$ cat src/common/halt_power_pkg.sv
// Constants, types and carriers shared by the halt-mode power controller
package halt_power_pkg;

    ////////////////////////////////////////////////////////////////////////////
    // Register map (byte addresses on the word-wide bus)
    localparam int          ADDR_W           = 4;
    localparam logic [3:0]  REG_CTRL_OFS     = 4'h0;
    localparam logic [3:0]  REG_STATUS_OFS   = 4'h4;
    localparam logic [3:0]  REG_WAKE_OFS     = 4'h8;

    // Field positions
    localparam int          CTRL_OIE_BIT     = 0;
    localparam int          STATUS_STATE_LSB = 0;
    localparam int          STATUS_LONG_BIT  = 8;
    localparam int          STATUS_WDGOPT_BIT = 9;
    localparam int          STATUS_STALL_BIT = 10;
    localparam int          WAKE_RESET_BIT   = 6;

    // Reset values
    localparam logic        CTRL_OIE_RESET   = 1'b0;
    localparam logic [6:0]  WAKE_SRC_RESET   = 7'h00;
    localparam logic [31:0] RDATA_RESET      = 32'h0000_0000;

    ////////////////////////////////////////////////////////////////////////////
    // Timing counts, in CPU cycles (one CPU cycle is one clk_sys cycle)
    localparam int          DELAY_SHORT_CYC  = 256;
    localparam int          DELAY_LONG_CYC   = 4096;
    localparam int          CNT_W            = 13;

    // Core interface constants
    localparam logic [7:0]  HALT_OPCODE      = 8'h8E;
    localparam logic [1:0]  CC_MASK_HALT     = 2'h2;

    // Wake-capable sources, in priority order
    localparam int          WAKE_N           = 6;
    localparam int          IRQ_IDX_W        = 3;
    localparam int          WAKE_TIME_BASE   = 0;
    localparam int          WAKE_EXT0        = 1;
    localparam int          WAKE_EXT1        = 2;
    localparam int          WAKE_EXT2        = 3;
    localparam int          WAKE_EXT3        = 4;
    localparam int          WAKE_SPI         = 5;

    ////////////////////////////////////////////////////////////////////////////
    // States, one-hot
    typedef enum logic [5:0] {
        ST_RUN        = 6'b000001,
        ST_ACT_HALT   = 6'b000010,
        ST_HALT       = 6'b000100,
        ST_OSC_WAIT   = 6'b001000,
        ST_GUARD      = 6'b010000,
        ST_GUARD_HALT = 6'b100000
    } power_state_t;

    // Clock gating to the rest of the chip
    typedef struct packed {
        logic osc_run;
        logic time_base_run;
        logic periph_run;
    } clk_gate_t;

    // Commands to the CPU core
    typedef struct packed {
        logic                 stall;
        logic                 fetch_reset;
        logic                 service_irq;
        logic [IRQ_IDX_W-1:0] irq_index;
        logic                 push_cc;
        logic                 cc_load;
        logic [1:0]           cc_level;
        logic                 wdg_reset_req;
    } core_ctrl_t;

endpackage : halt_power_pkg

$ cat src/hw/startup_counter.sv
// Start-up delay counter: counts a selected number of cycles after a start pulse
`timescale 1ns/1ps
`default_nettype none
module startup_counter #(
    parameter int SHORT_CYC = halt_power_pkg::DELAY_SHORT_CYC,
    parameter int LONG_CYC  = halt_power_pkg::DELAY_LONG_CYC,
    parameter int W         = halt_power_pkg::CNT_W
) (
    // Clock and reset
    input  wire logic clk_sys,
    input  wire logic rst,
    // Control
    input  wire logic start,
    input  wire logic sel_long,
    // Status
    output logic      busy,
    output logic      done
);
    import halt_power_pkg::*;

    logic [W-1:0] cnt_reg;
    logic [W-1:0] cnt_next;
    logic         busy_reg;
    logic         busy_next;
    logic         done_reg;
    logic         done_next;
    wire  [W-1:0] load_val = sel_long ? W'(LONG_CYC - 1) : W'(SHORT_CYC - 1);
    wire          last     = busy_reg && (cnt_reg == '0);

    // A new start restarts the count even when one is running
    assign cnt_next  = start ? load_val : (busy_reg && !last) ? cnt_reg - W'(1) : cnt_reg;
    assign busy_next = start | (busy_reg & ~last);
    assign done_next = last & ~start;

    always_ff @(posedge clk_sys) begin
        if (rst) begin
            cnt_reg  <= '0;
            busy_reg <= 1'b0;
            done_reg <= 1'b0;
        end else begin
            cnt_reg  <= cnt_next;
            busy_reg <= busy_next;
            done_reg <= done_next;
        end
    end

    assign busy = busy_reg;
    assign done = done_reg;

endmodule : startup_counter
`default_nettype wire

$ cat src/hw/halt_mode_power_controller.sv
// Halt and active-halt power controller with its register slave
`timescale 1ns/1ps
`default_nettype none
module halt_mode_power_controller #(
    parameter int SHORT_CYC = halt_power_pkg::DELAY_SHORT_CYC,
    parameter int LONG_CYC  = halt_power_pkg::DELAY_LONG_CYC
) (
    // Clock and reset
    input  wire logic                               clk_sys,
    input  wire logic                               rst,
    // Avalon-MM slave
    input  wire logic [halt_power_pkg::ADDR_W-1:0]  avs_address,
    input  wire logic                               avs_read,
    input  wire logic                               avs_write,
    input  wire logic [31:0]                        avs_writedata,
    output logic      [31:0]                        avs_readdata,
    output logic                                    avs_waitrequest,
    // CPU core
    input  wire logic                               opcode_exec,
    input  wire logic [7:0]                         opcode,
    input  wire logic [1:0]                         irq_sw_level,
    output halt_power_pkg::core_ctrl_t              core_ctrl,
    // Wake sources and watchdog
    input  wire logic [halt_power_pkg::WAKE_N-1:0]  wake_irq,
    input  wire logic                               wake_reset,
    input  wire logic                               watchdog_active,
    // Option straps
    input  wire logic                               delay_long_option,
    input  wire logic                               watchdog_halt_option,
    // Clock gating
    output halt_power_pkg::clk_gate_t               clk_gate
);
    import halt_power_pkg::*;

    ////////////////////////////////////////////////////////////////////////////
    // Pin synchronisers and option capture

    logic wake_reset_meta;
    logic wake_reset_sync;
    logic opt_long_meta;
    logic opt_long_sync;
    logic opt_wdg_meta;
    logic opt_wdg_sync;

    always_ff @(posedge clk_sys) begin
        wake_reset_meta <= wake_reset;
        wake_reset_sync <= wake_reset_meta;
        opt_long_meta   <= delay_long_option;
        opt_long_sync   <= opt_long_meta;
        opt_wdg_meta    <= watchdog_halt_option;
        opt_wdg_sync    <= opt_wdg_meta;
    end

    // Straps are non-volatile; taken once after reset release
    logic capture_reg;
    logic opt_long_reg;
    logic opt_wdg_reg;

    always_ff @(posedge clk_sys) begin
        if (rst) begin
            capture_reg  <= 1'b1;
            opt_long_reg <= 1'b0;
            opt_wdg_reg  <= 1'b0;
        end else if (capture_reg) begin
            capture_reg  <= 1'b0;
            opt_long_reg <= opt_long_sync;
            opt_wdg_reg  <= opt_wdg_sync;
        end
    end

    ////////////////////////////////////////////////////////////////////////////
    // Register slave

    logic        ack_reg;
    logic        oie_reg;
    logic        oie_next;
    logic [31:0] rdata_reg;
    logic [6:0]  wake_src_reg;
    logic [6:0]  wake_src_next;

    // One wait cycle, then the answer
    wire         bus_req   = avs_read | avs_write;
    wire         wr_commit = avs_write & ack_reg;
    wire         rd_load   = avs_read & ~ack_reg;
    wire         sel_ctrl  = (avs_address == REG_CTRL_OFS);
    wire         sel_stat  = (avs_address == REG_STATUS_OFS);
    wire         sel_wake  = (avs_address == REG_WAKE_OFS);

    power_state_t state_reg;
    power_state_t state_next;
    logic         cnt_busy;
    logic         cnt_done;

    wire  [31:0] ctrl_word = {31'h0000_0000, oie_reg};
    wire  [31:0] stat_word = {21'h00_0000, core_ctrl.stall, opt_wdg_reg, opt_long_reg, 2'h0, state_reg};
    wire  [31:0] wake_word = {25'h000_0000, wake_src_reg};
    wire  [31:0] rd_mux;

    // Unmapped addresses read zero and ignore writes
    assign rd_mux = sel_ctrl ? ctrl_word :
                    sel_stat ? stat_word :
                    sel_wake ? wake_word : 32'h0000_0000;

    assign oie_next = (wr_commit && sel_ctrl) ? avs_writedata[CTRL_OIE_BIT] : oie_reg;

    always_ff @(posedge clk_sys) begin
        if (rst) begin
            ack_reg   <= 1'b0;
            oie_reg   <= CTRL_OIE_RESET;
            rdata_reg <= RDATA_RESET;
        end else begin
            ack_reg   <= bus_req & ~ack_reg;
            oie_reg   <= oie_next;
            if (rd_load) begin
                rdata_reg <= rd_mux;
            end
        end
    end

    assign avs_waitrequest = bus_req & ~ack_reg;
    assign avs_readdata    = rdata_reg;

    ////////////////////////////////////////////////////////////////////////////
    // Wake decode

    // Lowest index is highest priority among the wake lines
    logic [IRQ_IDX_W-1:0] wake_idx;
    always_comb begin
        wake_idx = '0;
        for (int i = WAKE_N - 1; i >= 0; i--) begin
            if (wake_irq[i]) begin
                wake_idx = IRQ_IDX_W'(i);
            end
        end
    end

    // Timer, async serial and voltage-detector requests are not wired in at all
    wire any_wake  = |wake_irq;
    wire halt_exec = opcode_exec && (opcode == HALT_OPCODE);
    // Watchdog option low: halt with OIE clear and an active watchdog resets instead
    wire wdg_trip  = halt_exec && !oie_reg && watchdog_active && !opt_wdg_reg;

    ////////////////////////////////////////////////////////////////////////////
    // Power state machine

    logic                 pend_reset_reg;
    logic                 pend_reset_next;
    logic [IRQ_IDX_W-1:0] pend_idx_reg;
    logic [IRQ_IDX_W-1:0] pend_idx_next;
    logic                 cnt_start;
    logic                 fetch_now;
    logic                 service_now;
    logic [IRQ_IDX_W-1:0] service_idx;
    logic                 mask_force;

    always_comb begin
        state_next      = state_reg;
        pend_reset_next = pend_reset_reg;
        pend_idx_next   = pend_idx_reg;
        wake_src_next   = wake_src_reg;
        cnt_start       = 1'b0;
        fetch_now       = 1'b0;
        service_now     = 1'b0;
        service_idx     = wake_idx;
        mask_force      = 1'b0;
        case (state_reg)
            ST_RUN, ST_GUARD: begin
                if (wake_reset_sync) begin
                    fetch_now  = 1'b1;
                    state_next = ST_RUN;
                end else if (halt_exec && !wdg_trip) begin
                    mask_force = 1'b1;
                    state_next = oie_reg ? ST_ACT_HALT : ST_HALT;
                end else if (state_reg == ST_GUARD && cnt_done) begin
                    state_next = ST_RUN;
                end else if (state_reg == ST_GUARD && !oie_reg) begin
                    state_next = ST_GUARD_HALT;
                end
            end
            ST_ACT_HALT: begin
                if (wake_reset_sync) begin
                    wake_src_next   = 7'(1 << WAKE_RESET_BIT);
                    pend_reset_next = 1'b1;
                    cnt_start       = 1'b1;
                    state_next      = ST_OSC_WAIT;
                end else if (any_wake) begin
                    wake_src_next = 7'(wake_irq);
                    service_now   = 1'b1;
                    cnt_start     = 1'b1;
                    state_next    = ST_GUARD;
                end
            end
            ST_HALT: begin
                if (wake_reset_sync || any_wake) begin
                    wake_src_next   = wake_reset_sync ? 7'(1 << WAKE_RESET_BIT) : 7'(wake_irq);
                    pend_reset_next = wake_reset_sync;
                    pend_idx_next   = wake_idx;
                    cnt_start       = 1'b1;
                    state_next      = ST_OSC_WAIT;
                end
            end
            ST_OSC_WAIT: begin
                if (wake_reset_sync && !pend_reset_reg) begin
                    pend_reset_next = 1'b1;
                    cnt_start       = 1'b1;
                end else if (cnt_done) begin
                    fetch_now   = pend_reset_reg;
                    service_now = !pend_reset_reg;
                    service_idx = pend_idx_reg;
                    state_next  = ST_RUN;
                end
            end
            ST_GUARD_HALT: begin
                if (wake_reset_sync) begin
                    pend_reset_next = 1'b1;
                    cnt_start       = 1'b1;
                    state_next      = ST_OSC_WAIT;
                end else if (cnt_done) begin
                    state_next = ST_RUN;
                end
            end
            default: begin
                state_next = ST_RUN;
            end
        endcase
        if (state_next == ST_RUN) begin
            pend_reset_next = 1'b0;
        end
    end

    always_ff @(posedge clk_sys) begin
        if (rst) begin
            state_reg      <= ST_RUN;
            pend_reset_reg <= 1'b0;
            pend_idx_reg   <= '0;
            wake_src_reg   <= WAKE_SRC_RESET;
        end else begin
            state_reg      <= state_next;
            pend_reset_reg <= pend_reset_next;
            pend_idx_reg   <= pend_idx_next;
            wake_src_reg   <= wake_src_next;
        end
    end

    startup_counter #(
        .SHORT_CYC (SHORT_CYC),
        .LONG_CYC  (LONG_CYC),
        .W         (CNT_W)
    ) u_delay (
        .clk_sys   (clk_sys),
        .rst       (rst),
        .start     (cnt_start),
        .sel_long  (opt_long_reg),
        .busy      (cnt_busy),
        .done      (cnt_done)
    );

    ////////////////////////////////////////////////////////////////////////////
    // Registered outputs

    core_ctrl_t core_reg;
    core_ctrl_t core_next;
    clk_gate_t  gate_reg;
    clk_gate_t  gate_next;

    wire run_like  = (state_next == ST_RUN) || (state_next == ST_GUARD);
    wire osc_off   = (state_next == ST_HALT) || (state_next == ST_GUARD_HALT);

    // Gates follow the next state so they switch with the state itself
    assign gate_next.osc_run       = !osc_off;
    assign gate_next.time_base_run = !osc_off;
    assign gate_next.periph_run    = run_like;

    assign core_next.stall         = !run_like;
    assign core_next.fetch_reset   = fetch_now;
    assign core_next.service_irq   = service_now;
    assign core_next.irq_index     = service_now ? service_idx : core_reg.irq_index;
    assign core_next.push_cc       = service_now;
    assign core_next.cc_load       = service_now | mask_force;
    assign core_next.cc_level      = mask_force ? CC_MASK_HALT : irq_sw_level;
    assign core_next.wdg_reset_req = wdg_trip;

    always_ff @(posedge clk_sys) begin
        if (rst) begin
            core_reg <= '0;
            gate_reg <= '{osc_run: 1'b1, time_base_run: 1'b1, periph_run: 1'b1};
        end else begin
            core_reg <= core_next;
            gate_reg <= gate_next;
        end
    end

    assign core_ctrl = core_reg;
    assign clk_gate  = gate_reg;

endmodule : halt_mode_power_controller
`default_nettype wire

$ cat config.mk
export PLATFORM = sky130hd
export DESIGN_NAME = halt_mode_power_controller
export DESIGN_NICKNAME = d
export VERILOG_FILES = /design/src/common/halt_power_pkg.sv /design/src/hw/startup_counter.sv /design/src/hw/halt_mode_power_controller.sv
export SDC_FILE = /design/constraint.sdc
export NUM_CORES = 1
export LEC_CHECK = 0
export ABC_AREA = 1
export BUFFER_PORTS_ARGS = -buffer_cell sky130_fd_sc_hd__buf_4
export CORE_MARGIN = 4
export CORE_UTILIZATION = 55
export DETAILED_ROUTE_END_ITERATION = 10
export PLACE_DENSITY_LB_ADDON = 0.3
export SYNTH_ARGS = -nofsm -noshare
export SYNTH_HDL_FRONTEND = slang
export SYNTH_HIERARCHICAL = 1
export SYNTH_SLANG_ARGS = --single-unit
$ cat constraint.sdc
create_clock -name clk_sys -period 4.9 [get_ports clk_sys]
set_input_delay 1.225 -clock clk_sys [delete_from_list [all_inputs] [get_ports clk_sys]]
set_output_delay 1.225 -clock clk_sys [all_outputs]
set_load 0.01 [all_outputs]
==> impl_metrics.tcl <==
set metrics [dict create \
    outcome "finished, final reports clean" \
    rr_startpoint "state_reg[2]" \
    ff2ff_path_depth 12 \
    avgViaCountPerCell 5.12 \
    fillers 542 \
    worst-path-buf-inv 2 \
    grt_setup_unrepaired "false" \
    core_sq_um 5960 \
    io_buffers 54 \
    critPathMaxFanout 2 \
    grt_pass1_vias 2918 \
    finalCritPeriodShare_pct 59.1 \
    dp_hpwl_mm 5.73 \
    fin_skew_ns 0.00853 \
    async_flop_share_pct 0 \
    initial_utilization_pct 56.8 \
    grt_start_max_net_pins 38 \
    cts_tree "done" \
    p_leak_nw 1.88 \
    slew_violations 0 \
    post-cts-setup-buffers 0 \
    hold_depth 0 \
    dieHeight_microns 86.5 \
    die_area_sq_um 7480 \
    fp.dieW_microns 86.5 \
    end_kind "output port" \
    largest_register_ffs 13 \
    nNetsFinal 593 \
    place_congestion 0.934 \
    synth_common_cells "nand2_1, nor2_1, dfxtp_1, inv_1, a21oi_1" \
    synth_top_area_cell "dfxtp_1" \
    crit_path_start_kind "input port" \
    maxCapViolCount 0 \
    drive_gt1_share_pct 23.9 \
    rows 28 \
    synth_ff_type "dfxtp_1" \
    yosysUniqueCellTypes 34 \
    firstDrtPassIters 5 \
    cts_buffers 9 \
    cp_slowest_stage_delay_ns 0.14 \
    cts_max_path_buffers 2 \
    powerDensity_nw_per_um2 280 \
    fin_crit_ns 2.90 \
    routedWlPerCell_microns 13.1 \
    yosys.area.top_type_share_pct 38.4 \
    ios 108 \
    synthTopCellsByArea "dfxtp_1, nand2_1, nor2_1, inv_1, buf_4" \
    syn_avg_cell_area_sq_um 7.13 \
    syn_area_sq_um 3390 \
    cp_cell_sequence "buf_4 > nor2_1 > nor2_1 > buf_4" \
    fin_ws_ns 2.00 \
    ys_seq_elements 65 \
    via_count 3105 \
    diodes 0 \
    worstHoldPathType "reg2reg" \
    clock_sinks 65 \
    relSlewSlack_pct 35.6 \
    r2r_slack_ns 2.80 \
    hold_violations 0 \
    ir_drop_mv 0.203 \
    synth_edf_count 0 \
    syn2layout_area_growth_pct 16.8 \
    tightestPinTransition_ns 0.963 \
    dp_slack_ns 1.76 \
    yosys_warnings 6 \
    yosysMostFrequentCell "nand2_1" \
    multiInputGateArea_sq_um 1700 \
    setup-tns-final_ns 0 \
    grt-ovfl-total 0 \
    grt_pass1_wl_mm 13.4 \
    grt_usage_pct 22.5 \
    drtIter0Drc 235 \
    ctsResizeCount 0 \
    fmax_ghz 0.345 \
    r2r_end "u_delay/cnt_reg[10]" \
    setup_viol 0 \
    crit_type "in2out" \
    cts_max_level 3 \
    clkTransAtPathRegs_ns 0.07 \
    cp.required_ns 3.67 \
    min_from "wake_reset_meta" \
    hold_buffers 0 \
    crit_slowest_cell "buf_4" \
    root_buffer "clkbuf_8" \
    syn_inst 475 \
    ant_nets 0 \
    clock_latency_ns 0.34 \
    register_area_sq_um 1300 \
    cp.arrival_ns 1.67 \
    min_to "wake_reset_sync" \
    post-route-drc-count 0 \
    antenna_found_initial 0 \
    drt-total-wl_mm 7.94 \
    ys_seq_area_share_pct 38.4 \
    cpLargestDelayFamily "buffers and inverters" \
]
## layout by cell type, fill, tap and decap left out, drive strengths merged
cell	n
ha	2
inv	63
o21ai	27
nand4	9
a31oi	1
o211ai	1
nand3b	1
clkbuf	10
nand3	35
bufinv	2
or2	1
nand2	93
dfxtp	65
o22ai	6
clkinv	1
clkinvlp	1
a21oi	38
nor2	85
conb	22
nor3	5
a211oi	6
buf	54
xnor2	2
nor4	1
and2	1
## cells by family after synthesis
logic type	count (synthesis)	synth area share (%)
flip-flops	65	38.4
adder cells (fa/ha/maj)	2	0.739
buffers and inverters	95	13.8
AO/OA/AOI/OAI	79	13.9
AND/OR/NAND/NOR	231	32.5
XOR/XNOR	2	0.517
other	1	0.111
## stage by stage
step                      area [sq um]  utilization (%)  hold WS [ns]  power, mW  cells
after CTS                         3960             66.4         0.323       1.11    607
after floorplan                   3460                -         0.310      0.604    496
after detailed placement          3750             63.0         0.312      0.628    594
final                             3960             66.4         0.324       1.11    607
after global routing              3960             66.4         0.338       1.15    607
after global placement            3750             63.0         0.310      0.627    594
## worst max path at each step
stage | startpoint | cells after the start | end | slack (ns)
finish | avs_write | 4 | avs_waitrequest | 2.00
detailed placement | wake_irq[2] | 11 | u_delay/cnt_reg[0] | 1.76
CTS | avs_write | 4 | avs_waitrequest | 2.00
floorplan | avs_write | 2 | avs_waitrequest | 2.26
global placement | wake_irq[2] | 11 | u_delay/cnt_reg[0] | 1.82
global route | wake_irq[2] | 11 | u_delay/cnt_reg[0] | 1.78
## per-layer routing
layer  part of all wire [%]  vias to the layer above  global-route usage, %  routed length (microns)
met3                    5.7                       12                   3.71                      454
li1                       -                     1592                      -                        -
met5                      0                        -                      0                        0
met4                    1.7                        0                   9.77                      132
met2                     49                       89                   38.6                     3910
met1                     43                     1412                   27.6                     3440
## where the power goes
group          switching (mW)  internal [mW]
registers             0.00469          0.537
clock network           0.198          0.292
logic                  0.0455         0.0293
total                   0.249          0.859
## area by class of cell
class	instances	area share [%]
multi-input cells	336	42.9
flip-flops and latches	65	32.9
repair buffers	54	10.2
inverters	64	6.39
clock buffers	10	3.48
well taps	75	2.37
clock inverters	3	1.71
(Power assumes the default switching activity.)
